$ cat config.mk
export PLATFORM = sky130hd
export DESIGN_NAME = mm_map_ctrl
export DESIGN_NICKNAME = d
export VERILOG_FILES = /design/src/mm_pkg.sv /design/src/mm_map_ctrl.sv /design/src/mm_span_hit.sv
export SDC_FILE = /design/constraint.sdc
export NUM_CORES = 1
export LEC_CHECK = 0
export BUFFER_PORTS_ARGS = -buffer_cell sky130_fd_sc_hd__clkbuf_2
export CAP_MARGIN = 20
export CORE_ASPECT_RATIO = 0.7
export CORE_MARGIN = 10
export CORE_UTILIZATION = 53
export CTS_CLUSTER_DIAMETER = 40
export DETAILED_ROUTE_END_ITERATION = 10
export GPL_TIMING_DRIVEN = 1
export PLACE_DENSITY_LB_ADDON = 0.12
export SLEW_MARGIN = 20
export SYNTH_ARGS = -nofsm -noshare
export SYNTH_HDL_FRONTEND = slang
export SYNTH_SLANG_ARGS = --single-unit
$ cat constraint.sdc
create_clock -name mclk -period 4.31 [get_ports mclk]
set_clock_uncertainty 0.1 [all_clocks]
set_input_delay 0.2155 -clock mclk [delete_from_list [all_inputs] [get_ports mclk]]
set_output_delay 0.2155 -clock mclk [all_outputs]
set_load 0.02 [all_outputs]
$ cat src/mm_pkg.sv
// Purpose: shared constants, types and register layout of the memory map block
// Assumes: 16-bit cpu address space, 8-bit data
// Notes:   register port offsets are word indices on the plain register port
package mm_pkg;
  // ==========================================================================
  // register port map
  localparam logic [3:0] OFS_MAP  = 4'h0;   // ram and register block position
  localparam logic [3:0] OFS_OTP  = 4'h1;   // otp program control
  localparam logic [3:0] OFS_CFG  = 4'h2;   // rom placement configuration
  localparam logic [3:0] OFS_STAT = 4'h3;   // read-only block state

  localparam logic [7:0] MAP_RESET = 8'h00;
  localparam logic [7:0] OTP_RESET = 8'h00;
  localparam logic [7:0] CFG_RESET = 8'h03;

  // ==========================================================================
  // field positions
  localparam int MAP_RAM_LSB   = 4;
  localparam int MAP_REG_LSB   = 0;
  localparam int OTP_DUAL_BIT  = 7;
  localparam int OTP_LATCH_BIT = 5;
  localparam int OTP_EXCOL_BIT = 4;
  localparam int OTP_EXROW_BIT = 3;
  localparam int OTP_VPP_BIT   = 0;
  localparam int CFG_HIGH_BIT  = 1;
  localparam int CFG_PRES_BIT  = 0;
  localparam int DUAL_ADDR_BIT = 5;

  // ==========================================================================
  // memory geometry and timing
  localparam int          MAP_WINDOW_CYCLES = 64;
  localparam int          REG_BYTES         = 128;
  localparam int          ROM_BYTES         = 24576;
  localparam logic [11:0] RAM_TOP_OFS       = 12'h300;
  localparam logic [11:0] RAM_MOVED_END     = 12'h380;
  localparam logic [15:0] ROM_LOW_BASE      = 16'h2000;
  localparam logic [15:0] ROM_HIGH_BASE     = 16'ha000;
  localparam logic [15:0] UTIL_ENTRY        = 16'hbf00;
  localparam logic [15:0] UTIL_PTR_DEFAULT  = 16'ha000;
  localparam logic [7:0]  UTIL_READY_CHAR   = 8'hff;

  // ==========================================================================
  // types
  typedef enum logic [1:0] {
    MM_BOOT   = 2'b00,
    MM_TEST   = 2'b01,
    MM_SINGLE = 2'b10,
    MM_EXP    = 2'b11
  } mm_mode_t;

  typedef enum logic [1:0] {
    UT_IDLE  = 2'b00,
    UT_READY = 2'b01,
    UT_WAIT  = 2'b10
  } mm_util_t;

  typedef struct packed {
    logic        valid;
    logic        write;
    logic [15:0] addr;
    logic [7:0]  wdata;
  } mm_cpu_t;

  typedef struct packed {
    logic        ram;
    logic        reg_blk;
    logic        rom;
    logic [9:0]  ram_idx;
    logic [6:0]  reg_ofs;
    logic [14:0] rom_ofs;
  } mm_sel_t;

  typedef struct packed {
    logic        valid;
    logic        pair;
    logic [15:0] addr;
    logic [7:0]  data;
  } mm_otp_latch_t;
endpackage

$ cat src/mm_map_ctrl.sv
// Purpose: memory map decode, mapping register and otp programming control
// Assumes: cpu bus and register port synchronous to mclk
// Notes:   decode answers one cycle after the cpu address
//
// How it works
// (RULE1) 768 bytes of ram, base movable to any 4k boundary
// (RULE2) after reset ram decodes at 0x0080 to 0x037f beside registers
// (RULE3) ram bytes under the register block appear at 0x300-0x37f
// (RULE4) mapping register: one write in first 64 cycles, any time in special
// (RULE5) upper map nibble gives ram base bits 15:12, resets to zero
// (RULE6) lower map nibble gives register block bits 15:12, resets to zero
// (RULE7) register block wins where it and ram share an address
// (RULE8) config bits choose rom low/high range and presence
// (RULE9) single-chip forces rom high and present
// (RULE10) special test forces rom absent
// (RULE11) otp control: vpp enable, latching, single or dual byte, every mode; here dual byte can only be set in boot and test modes
// (RULE12) software: latch, write, vpp on, wait 2 ms, vpp off, clear
// (RULE13) ee latch set cancels the otp latch effect
// (RULE14) otp latch cannot be set while vpp detector reads low
// (RULE15) emulation mode when mode pins, reset and port a low bits low
// (RULE16) utility starts at 0xbf00 with delay and pointer defaults
// (RULE17) utility sends 0xff over serial then waits for data
// (RULE18) host sends bytes in order and ends by resetting the device
// (RULE19) latched: rom writes capture address and data, rom reads blocked
// (RULE20) vpp writable only when latched; latch frozen while vpp on
// (RULE21) dual byte mode ignores address bit 5
//
// The address-and-strobe port and the register offsets were chosen for this implementation.
`timescale 1ns/1ps
module mm_map_ctrl #(
  parameter logic [15:0] DELAY_INDEX_DEFAULT = 16'h1000
) (
  input  wire logic                  mclk,
  input  wire logic                  reset_n,
  input  wire logic [3:0]            reg_addr,
  input  wire logic [7:0]            reg_wdata,
  input  wire logic                  reg_wr,
  input  wire logic                  reg_rd,
  output logic [7:0]                 reg_rdata,
  input  wire mm_pkg::mm_cpu_t       cpu_in,
  output mm_pkg::mm_sel_t            sel,
  output mm_pkg::mm_otp_latch_t      otp_latch,
  output logic                       otp_vpp_drive,
  input  wire logic                  vpp_high_detect,
  input  wire logic                  ee_latch_on,
  input  wire logic                  mode_a_pin,
  input  wire logic                  mode_b_standby_pin,
  input  wire logic [2:0]            port_a_low_bits,
  output logic                       eprom_emulation_mode,
  input  wire logic                  util_start,
  output logic [15:0]                util_entry,
  output logic [15:0]                delay_index,
  output logic [15:0]                start_pointer_index,
  output logic                       tx_valid,
  output logic [7:0]                 tx_data,
  input  wire logic                  tx_ready,
  input  wire logic                  rx_valid,
  input  wire logic [7:0]            rx_data,
  output logic                       util_eprom_emulation_mode_valid,
  output logic [15:0]                util_eprom_emulation_mode_addr,
  output logic [7:0]                 util_eprom_emulation_mode_data
);
  // ==========================================================================
  // state
  mm_pkg::mm_mode_t mode;
  logic             mode_caught;
  logic             special;
  logic [7:0]       map;
  logic             map_done;
  logic [6:0]       win_cnt;
  logic             map_open;
  logic             dual_byte_program;
  logic             otp_latch_on;
  logic             excol;
  logic             exrow;
  logic             otp_vpp_on;
  logic             latch_eff;
  logic             rom_high_placement;
  logic             rom_present;
  logic             rom_high_eff;
  logic             rom_present_eff;
  mm_pkg::mm_util_t util_state;
  mm_pkg::mm_sel_t  next_sel;

  // ==========================================================================
  // operating mode, caught from the pins in the first cycle after release
  always_ff @(posedge mclk) begin
    if (!reset_n) begin
      mode        <= mm_pkg::MM_SINGLE;
      mode_caught <= 1'b0;
    end else if (!mode_caught) begin
      mode        <= mm_pkg::mm_mode_t'({mode_b_standby_pin, mode_a_pin});
      mode_caught <= 1'b1;
    end
  end

  assign special = (mode == mm_pkg::MM_BOOT) || (mode == mm_pkg::MM_TEST);

  // the pin set that selects emulation includes reset itself, so no flop can hold it
  assign eprom_emulation_mode = !mode_a_pin && !mode_b_standby_pin && !reset_n
                                && (port_a_low_bits == 3'b000); // RULE15

  // ==========================================================================
  // mapping register with its write-once window
  always_ff @(posedge mclk) begin
    if (!reset_n) begin
      win_cnt <= 7'h00;
    end else if (win_cnt < 7'(mm_pkg::MAP_WINDOW_CYCLES)) begin
      win_cnt <= win_cnt + 7'h01;
    end
  end

  assign map_open = special
                    || (!map_done && win_cnt < 7'(mm_pkg::MAP_WINDOW_CYCLES)); // RULE4

  // both nibbles reset to zero: ram and registers share the bottom 4k
  always_ff @(posedge mclk) begin
    if (!reset_n) begin
      map      <= mm_pkg::MAP_RESET; // RULE2 RULE5 RULE6
      map_done <= 1'b0;
    end else if (reg_wr && reg_addr == mm_pkg::OFS_MAP && map_open) begin
      map      <= reg_wdata; // RULE4
      map_done <= !special;
    end
  end

  // ==========================================================================
  // rom placement configuration and mode overrides
  always_ff @(posedge mclk) begin
    if (!reset_n) begin
      rom_high_placement <= mm_pkg::CFG_RESET[mm_pkg::CFG_HIGH_BIT];
      rom_present        <= mm_pkg::CFG_RESET[mm_pkg::CFG_PRES_BIT];
    end else if (reg_wr && reg_addr == mm_pkg::OFS_CFG) begin
      rom_high_placement <= reg_wdata[mm_pkg::CFG_HIGH_BIT]; // RULE8
      rom_present        <= reg_wdata[mm_pkg::CFG_PRES_BIT]; // RULE8
    end
  end

  // single-chip keeps vectors in rom; test mode pulls rom out entirely
  assign rom_high_eff    = (mode == mm_pkg::MM_SINGLE) ? 1'b1 : rom_high_placement; // RULE9
  assign rom_present_eff = (mode == mm_pkg::MM_SINGLE) ? 1'b1 :          // RULE9
                           (mode == mm_pkg::MM_TEST)   ? 1'b0 : rom_present; // RULE10

  // ==========================================================================
  // otp program control register, reachable in every mode
  always_ff @(posedge mclk) begin
    if (!reset_n) begin
      dual_byte_program <= mm_pkg::OTP_RESET[mm_pkg::OTP_DUAL_BIT];
      otp_latch_on      <= mm_pkg::OTP_RESET[mm_pkg::OTP_LATCH_BIT];
      excol             <= mm_pkg::OTP_RESET[mm_pkg::OTP_EXCOL_BIT];
      exrow             <= mm_pkg::OTP_RESET[mm_pkg::OTP_EXROW_BIT];
      otp_vpp_on        <= mm_pkg::OTP_RESET[mm_pkg::OTP_VPP_BIT];
    end else if (reg_wr && reg_addr == mm_pkg::OFS_OTP) begin // RULE11
      if (special) begin
        dual_byte_program <= reg_wdata[mm_pkg::OTP_DUAL_BIT];
        excol             <= reg_wdata[mm_pkg::OTP_EXCOL_BIT];
        exrow             <= reg_wdata[mm_pkg::OTP_EXROW_BIT];
      end
      // latch frozen under vpp; setting needs the high-voltage detector
      if (!otp_vpp_on) begin // RULE20
        otp_latch_on <= reg_wdata[mm_pkg::OTP_LATCH_BIT] && vpp_high_detect; // RULE14
      end
      if (otp_latch_on) begin // RULE20
        otp_vpp_on <= reg_wdata[mm_pkg::OTP_VPP_BIT];
      end
    end
  end

  // an ee latch in progress cancels the otp latch
  assign latch_eff = otp_latch_on && !ee_latch_on; // RULE13

  always_ff @(posedge mclk) begin
    if (!reset_n) begin
      otp_vpp_drive <= 1'b0;
    end else begin
      otp_vpp_drive <= otp_vpp_on && latch_eff; // RULE11
    end
  end

  // ==========================================================================
  // address decode
  logic        reg_hit;
  logic [15:0] reg_ofs;
  logic        rom_hit;
  logic [15:0] rom_ofs;
  logic        ram_region;
  logic        overlapped;
  logic [11:0] low_ofs;

  mm_span_hit #(.SIZE(mm_pkg::REG_BYTES)) u_reg_span (
    .addr (cpu_in.addr),
    .base ({map[mm_pkg::MAP_REG_LSB +: 4], 12'h000}), // RULE6
    .hit  (reg_hit),
    .ofs  (reg_ofs)
  );

  mm_span_hit #(.SIZE(mm_pkg::ROM_BYTES)) u_rom_span (
    .addr (cpu_in.addr),
    .base (rom_high_eff ? mm_pkg::ROM_HIGH_BASE : mm_pkg::ROM_LOW_BASE), // RULE8
    .hit  (rom_hit),
    .ofs  (rom_ofs)
  );

  assign ram_region = cpu_in.addr[15:12] == map[mm_pkg::MAP_RAM_LSB +: 4]; // RULE1 RULE5
  assign overlapped = map[mm_pkg::MAP_RAM_LSB +: 4] == map[mm_pkg::MAP_REG_LSB +: 4];
  assign low_ofs    = cpu_in.addr[11:0];

  // priority: register block, then ram, then rom
  always_comb begin
    next_sel         = '0;
    next_sel.reg_ofs = reg_ofs[6:0];
    next_sel.rom_ofs = rom_ofs[14:0];
    if (cpu_in.valid) begin
      if (reg_hit) begin
        next_sel.reg_blk = 1'b1; // RULE7
      end else if (ram_region && low_ofs < mm_pkg::RAM_TOP_OFS) begin
        next_sel.ram     = 1'b1; // RULE1
        next_sel.ram_idx = low_ofs[9:0];
      end else if (ram_region && overlapped && low_ofs < mm_pkg::RAM_MOVED_END) begin
        next_sel.ram     = 1'b1; // RULE3 RULE7
        next_sel.ram_idx = {3'b000, low_ofs[6:0]};
      end else if (rom_hit && rom_present_eff) begin
        // while latched, reads get nothing and writes feed the latch
        next_sel.rom     = !latch_eff; // RULE19
      end
    end
  end

  always_ff @(posedge mclk) begin
    if (!reset_n) begin
      sel <= '0;
    end else begin
      sel <= next_sel;
    end
  end

  // ==========================================================================
  // otp address and data latch
  always_ff @(posedge mclk) begin
    if (!reset_n) begin
      otp_latch <= '0;
    end else if (!latch_eff) begin
      otp_latch.valid <= 1'b0;
    end else if (cpu_in.valid && cpu_in.write && rom_hit && rom_present_eff
                 && !reg_hit && !(ram_region && next_sel.ram)) begin
      otp_latch.valid <= 1'b1; // RULE19
      otp_latch.pair  <= dual_byte_program; // RULE21
      otp_latch.addr  <= cpu_in.addr & ~(16'(dual_byte_program) << mm_pkg::DUAL_ADDR_BIT); // RULE21
      otp_latch.data  <= cpu_in.wdata;
    end
  end

  // ==========================================================================
  // resident programming utility sequencer
  always_ff @(posedge mclk) begin
    if (!reset_n) begin
      util_state <= mm_pkg::UT_IDLE;
    end else begin
      case (util_state)
        mm_pkg::UT_IDLE: begin
          if (util_start && special) begin
            util_state <= mm_pkg::UT_READY; // RULE16
          end
        end
        mm_pkg::UT_READY: begin
          if (tx_ready) begin
            util_state <= mm_pkg::UT_WAIT; // RULE17
          end
        end
        mm_pkg::UT_WAIT: begin
          util_state <= mm_pkg::UT_WAIT; // only a device reset ends it
        end
        default: begin
          util_state <= mm_pkg::UT_IDLE;
        end
      endcase
    end
  end

  assign tx_valid = util_state == mm_pkg::UT_READY; // RULE17

  // index defaults are loaded on entry; pointer walks up one byte per receipt
  always_ff @(posedge mclk) begin
    if (!reset_n) begin
      util_entry          <= 16'h0000;
      delay_index         <= 16'h0000;
      start_pointer_index <= 16'h0000;
      tx_data             <= 8'h00;
    end else if (util_state == mm_pkg::UT_IDLE && util_start && special) begin
      util_entry          <= mm_pkg::UTIL_ENTRY; // RULE16
      delay_index         <= DELAY_INDEX_DEFAULT; // RULE16
      start_pointer_index <= mm_pkg::UTIL_PTR_DEFAULT; // RULE16
      tx_data             <= mm_pkg::UTIL_READY_CHAR; // RULE17
    end else if (util_state == mm_pkg::UT_WAIT && rx_valid) begin
      start_pointer_index <= start_pointer_index + 16'h0001; // RULE18
    end
  end

  always_ff @(posedge mclk) begin
    if (!reset_n) begin
      util_eprom_emulation_mode_valid <= 1'b0;
      util_eprom_emulation_mode_addr  <= 16'h0000;
      util_eprom_emulation_mode_data  <= 8'h00;
    end else begin
      util_eprom_emulation_mode_valid <= util_state == mm_pkg::UT_WAIT && rx_valid;
      if (util_state == mm_pkg::UT_WAIT && rx_valid) begin
        util_eprom_emulation_mode_addr <= start_pointer_index;
        util_eprom_emulation_mode_data <= rx_data;
      end
    end
  end

  // ==========================================================================
  // register read port, data one cycle after the strobe
  always_ff @(posedge mclk) begin
    if (!reset_n) begin
      reg_rdata <= 8'h00;
    end else if (reg_rd) begin
      case (reg_addr)
        mm_pkg::OFS_MAP:  reg_rdata <= map;
        mm_pkg::OFS_OTP:  reg_rdata <= {dual_byte_program && special, 1'b0, otp_latch_on,
                                        excol && special, exrow && special, 2'b00, otp_vpp_on};
        mm_pkg::OFS_CFG:  reg_rdata <= {6'h00, rom_high_eff, rom_present_eff};
        mm_pkg::OFS_STAT: reg_rdata <= {mode, util_state, !map_open, latch_eff,
                                        ee_latch_on, vpp_high_detect};
        default:          reg_rdata <= 8'h00;
      endcase
    end else begin
      reg_rdata <= 8'h00;
    end
  end
endmodule

$ cat src/mm_span_hit.sv
// Purpose: tells whether an address falls in a window of fixed size
// Assumes: window lies inside the 16-bit space
// Notes:   purely combinational
`timescale 1ns/1ps
module mm_span_hit #(
  parameter int SIZE = 128
) (
  input  wire logic [15:0] addr,
  input  wire logic [15:0] base,
  output logic             hit,
  output logic [15:0]      ofs
);
  // ==========================================================================
  // elaboration check
  if (SIZE < 1 || SIZE > 65536) begin : g_bad_size
    $error("mm_span_hit: SIZE out of range");
  end

  // offset is meaningful only when hit is high
  assign ofs = addr - base;
  assign hit = (addr >= base) && ({1'b0, ofs} < 17'(SIZE));
endmodule
# Word level (Yosys, flattened, before mapping)
# Index checks and enable logic that the tools add are counted.
# Widths: inputs -> output; s select.
[totals]
reg_bits = 142
word_cells = 141
out_inout_bits = 153
[classes]
eq_ne = 11
muxes = 22
n_lt_le_gt_ge = 7
n_reduce_logical = 58
addsub = 4
n_bitwise = 6
[ops]
columns = ["op", "count"]
rows = [
  ["$mux 16", 3],
  ["$ge 16x16->1", 2],
  ["$pmux 8 s4", 1],
  ["$sub 16x16->16", 2],
  ["$logic_and 1x1->1", 30],
  ["$lt 12x10->1 const B", 2],
  ["$add 16x1->16 const B", 1],
  ["$and 16x16->16", 1],
  ["$lt 16x15->1 const B", 1],
  ["$lt 16x8->1 const B", 1],
  ["$not 6->16", 1],
  ["$reduce_and 2->1", 8],
  ["$mux 13", 1],
  ["$mux 1", 11],
  ["$mux 11", 1],
  ["$logic_not 1->1", 10],
  ["$mux 10", 1],
  ["$eq 4x2->1 const B", 2],
  ["$eq 4x4->1", 2],
  ["$add 7x1->7 const B", 1],
  ["$lt 7x7->1 const B", 1],
  ["$mux 7", 1],
  ["$pmux 2 s3", 1],
  ["$reduce_or 6->1", 1],
  ["other kinds (14)", 22],
]

# Logic depth before layout (Yosys ltp)
[logic_depth]
word_depth = 16
mapped_depth = 11
mapped_depth_nobuf = 10

# By module
# A second synthesis with hierarchy kept.
[unflattened]
cells_unflattened = 933
hier_area_um2 = 7773.7
[modules_own_cells]
columns = ["mod", "cells_each", "instances", "area_per_inst_um2"]
rows = [
  ["mm_map_ctrl", 693, 1, 6065.8],
  ["mm_span_hit at u_rom_span", 132, 1, 949.7],
  ["mm_span_hit at u_reg_span", 108, 1, 758.2],
]

# Least setup slack after synthesis
# No wires, ideal clock.
[synth_timing]
path_type = "reg-to-reg"
start = "register map[0]"
end = "register otp_latch[10] (netlist name)"
setup_slack_ns = 1.782
period_less_slack_ns = 2.528
n_path_buf = 1
t_arrival_ns = 2.356
path_stages_with_launch = 11
path_cell_list = "dfxtp_1 > ha_1 > inv_1 > fa_1 > nand3_1 > nand2_1 > a41oi_1 > nor3_1 > nor4_4 > buf_6 > mux2i_1"
[synth_via]
elab_chain_len = 11
word_cells_on_any_way = 17
classes_between = "add/sub (1); order compare (2); eq/ne (1); mux (4); reduce/logical (9)"
[synth_rtl]
columns = ["item", "line", "text"]
rows = [
  ["start, declared", "mm_map_ctrl.sv:68", "logic [7:0] map;"],
  ["start signal, assigned", "mm_map_ctrl.sv:119", "map <= mm_pkg::MAP_RESET;"],
  ["start signal, assigned", "mm_map_ctrl.sv:122", "map <= reg_wdata;"],
  ["parallel branches: the longest is 9 deep, another holds $sub 16x16->16", "-", ""],
  ["$logic_and 1x1->1 *", "mm_map_ctrl.sv:245", "&& !reg_hit && !(ram_region && next_sel.ram)) begin"],
  ["$reduce_and 2->1 (no source line) *", "-", ""],
  ["end, declared", "mm_map_ctrl.sv:42", "output mm_pkg::mm_otp_latch_t otp_latch,"],
]
# Every way passes the cells marked *.
# A chain may end at the register's enable or synchronous reset.

# Final worst setup path
[layout_timing]
start = "input port cpu_in[20] (netlist name)"
end = "register otp_latch[11] (netlist name)"
[layout_via]
elab_chain_len = 11
word_cells_on_any_way = 24
classes_between = "add/sub (2); order compare (4); eq/ne (1); mux (4); reduce/logical (13)"
[layout_rtl]
columns = ["item", "line", "text"]
rows = [
  ["start, declared", "mm_map_ctrl.sv:40", "input wire mm_pkg::mm_cpu_t cpu_in,"],
  ["parallel branches: the longest is 9 deep, another holds $sub 16x16->16", "-", ""],
  ["$logic_and 1x1->1 *", "mm_map_ctrl.sv:245", ""],
  ["$reduce_and 2->1 (no source line) *", "-", ""],
]
# Marked as above.

==> out/metrics.yaml <==
power_and_ir_drop:
  total_power_mw: 3.05
  power_leakage_nw: 3.42
  power_density_nw_per_um2: 406
  peakVddDrop_mv: 0.276
global_routing:
  grt_overflow: 0
  grtUsageMet3_pct: 6.75
  use_met2_pct: 32.5
  grt_pass1_vias: 4830
  grt.busiest_layer: "met2"
  grt_pass1_wl_um: 25200
  met1_usage_pct: 25.2
  antenna_found_initial: 0
  grt_max_degree: 77
  grt_usage_pct: 20.3
clocking:
  cts_buffers: 17
  cts_root_buffer: "clkbuf_16"
  clockBufferDepth: 2
  clock-sinks: 133
  cts_tree: "built"
  clk_pin_slew_ns: 0.06
  clock_latency_ns: 0.41
  cts.htree.levels: 4
  cts_setup_buffers: 0
die:
  fp.dieW_um: 144
  dieArea_um2: 15400
  num_rows: 31
  die_height_um: 107
  num_io_pins: 213
  start_util_pct: 54.7
  coreArea_um2: 10400
routing:
  first_pass_iters: 6
  wl_per_cell_um: 16.4
  routed_wl_um: 16100
  drc_errors: 0
  antenna_left: 0
  avgViaCountPerCell: 5.04
  vias: 4931
  drt_iter0_drc: 226
yosys:
  synth_top_cell_area_share_pct: 46.7
  ys_top_cells_by_area: "dfxtp_1 47%, nand2_1 8.2%, mux2i_1 7.4%, buf_4 6.1%, a21boi_0 2.8%"
  synth_area_um2: 5710
  synth_area_per_cell_um2: 9.07
  syn_inst: 629
  synth-async-reset-ratio_pct: 0
  ys.flop_type: "dfxtp_1"
  ys_ff_latch: 133
  post-synth-top-area-cell: "dfxtp_1"
  synth_edf_count: 0
  yosysSeqAreaShare_pct: 46.7
  yosysUniqueCellTypes: 46
  yosys_warnings: 0
place:
  placed_area_um2: 6480
  place_congestion: 0.857
  io_buffers: 188
  dp_hpwl_um: 11800
worst_setup_path:
  cp_max_fo: 17
  critPathKind: "in -> reg"
  cp_data_required_time_ns: 4.55
  start_kind: "primary input"
  arrival_ns: 3.46
  critical_path.endpoint_type: "flop"
cells_and_area:
  antenna_cells: 0
  syn2layout_area_growth_pct: 31.6
  stdcell_area_um2: 7510
  final_nets: 907
  drive_above_1_share_pct: 26.7
  final_util_pct: 72.0
sta:
  slew_viol_final: 0
  timing.final.crit_period_ns: 3.22
  finalCritPeriodShare_pct: 74.8
  worst_pin_slew_ns: 0.905
  hold_viol_final: 0
  rsz0062_at_grt: "no"
  relSlewSlack_pct: 38.9
  setup_tns_ns: 0
  fmax_mhz: 310
  setup_viol: 0
hold_path:
  hold_class: "in -> reg"
job:
  maxCapViolCount: 0
status:
  status: "completed"
## worst max-delay path, cell delays in order
cell and delay [ns]:
dlygate4sd3_1 0.55, clkbuf_2 0.13, inv_1 0.06, ha_1 0.16
inv_1 0.07, fa_1 0.40, nand3_1 0.10, nand2_1 0.07
a41oi_1 0.27, nor3_1 0.14, nor4_4 0.82, buf_12 0.26
mux2i_1 0.21
## cell families after synthesis
logic type | synth area share (%)
other cells | 0.0657
simple gates | 21.1
xor+xnor | 4.30
compound gates | 7.98
flops | 46.7
fa+ha+maj | 2.98
buf+inv | 9.56
mux | 7.37
## metrics by stage
stage               cells  hold WS (ns)  worst slack (ns)
finish                979        0.0357              1.09
floorplan             652         0.143              1.78
CTS                   979       0.00257              1.15
detailed placement    904         0.346              1.25
global route          979        0.0290             0.944
global placement      904         0.338              1.38
## registers in the layout, indices dropped and copies added, names as in the netlist
name and cells:
util_eprom_emulation_mode_addr 16, otp_vpp_on 1, start_pointer_index 16, mode 2, mode_caught 1, otp_latch_on 1, reg_rdata 8, excol 1
sel 28, map_done 1, rom_present 1, win_cnt 7, otp_vpp_drive 1, rom_high_placement 1, otp_latch 26, tx_data 1
util_eprom_emulation_mode_data 8, dual_byte_program 1, exrow 1, util_state 2, util_eprom_emulation_mode_valid 1, map 8
## timing repair
item	in CTS	in global routing
gates resized for setup	0	0
endpoints found under the hold margin	66	0
hold buffers	43	0
## cell type report
cell class / instances / area, um^2
clock buffers: 19 / 453
clock inverters: 13 / 148
fillers: 763 / 2920
inverters: 24 / 90.1
multi-input cells: 424 / 2580
flip-flops and latches: 133 / 2660
well taps: 132 / 165
repair buffers: 234 / 1410
## power breakdown
group	internal, mW	total (mW)	switching (mW)
Sequential	1.26	1.28	0.0210
Combinational	0.124	0.330	0.206
Clock	0.888	1.44	0.556
## per-layer routing
| metal | wire, um | part of all wire (%) |
|---|---|---|
| met1 | 7170 | 45 |
| met2 | 7380 | 46 |
| met3 | 1340 | 8.3 |
| met4 | 194 | 1.2 |
| met5 | 0 | 0 |
## path summary, 6_finish.rpt
kind                                             startpoint                                              to  slack, ns  depth (start not counted)
max reg2reg                             map[0]$_SDFFE_PN0P_                      otp_latch[11]$_SDFFE_PN0P_       1.17                         10
max                                              cpu_in[20]                      otp_latch[11]$_SDFFE_PN0P_       1.09                         13
min                                              cpu_in[23]                      otp_latch[23]$_SDFFE_PN0P_       0.04                          3
min reg2reg  util_eprom_emulation_mode_data[7]$_SDFFE_PN0P_  util_eprom_emulation_mode_data[7]$_SDFFE_PN0P_       0.35                          2
## cell usage after synthesis (3+ instances only)
cell,n
nand4_1,5
dfxtp_1,133
nor2_1,33
nor3_1,5
xnor2_1,14
buf_4,46
and2_1,15
nor2b_1,23
nand2b_1,5
a21oi_1,12
ha_1,12
xor2_1,14
a21boi_1,10
and3_1,6
nand4b_1,3
a21boi_0,21
nand2_1,125
inv_1,24
clkbuf_1,20
nor3b_1,3
nand3_1,16
mux2i_1,42
a22oi_1,5
o21ai_0,7
## placed cells by master (no fill, tap or decap), drive strengths merged, types with 5 or more instances in the layout
cell type      n
and3           6
nand3         16
nand4          5
nor2          33
a21boi        31
a21oi         12
ha            12
nor2b         23
nand2        125
mux2i         42
o21ai          9
conb          24
inv           27
dlygate4sd3   43
clkbuf       206
xnor2         14
xor2          14
dfxtp        133
a22oi          5
nand2b         5
nor3           5
and2          15
Power figures use the tool's default switching activity.
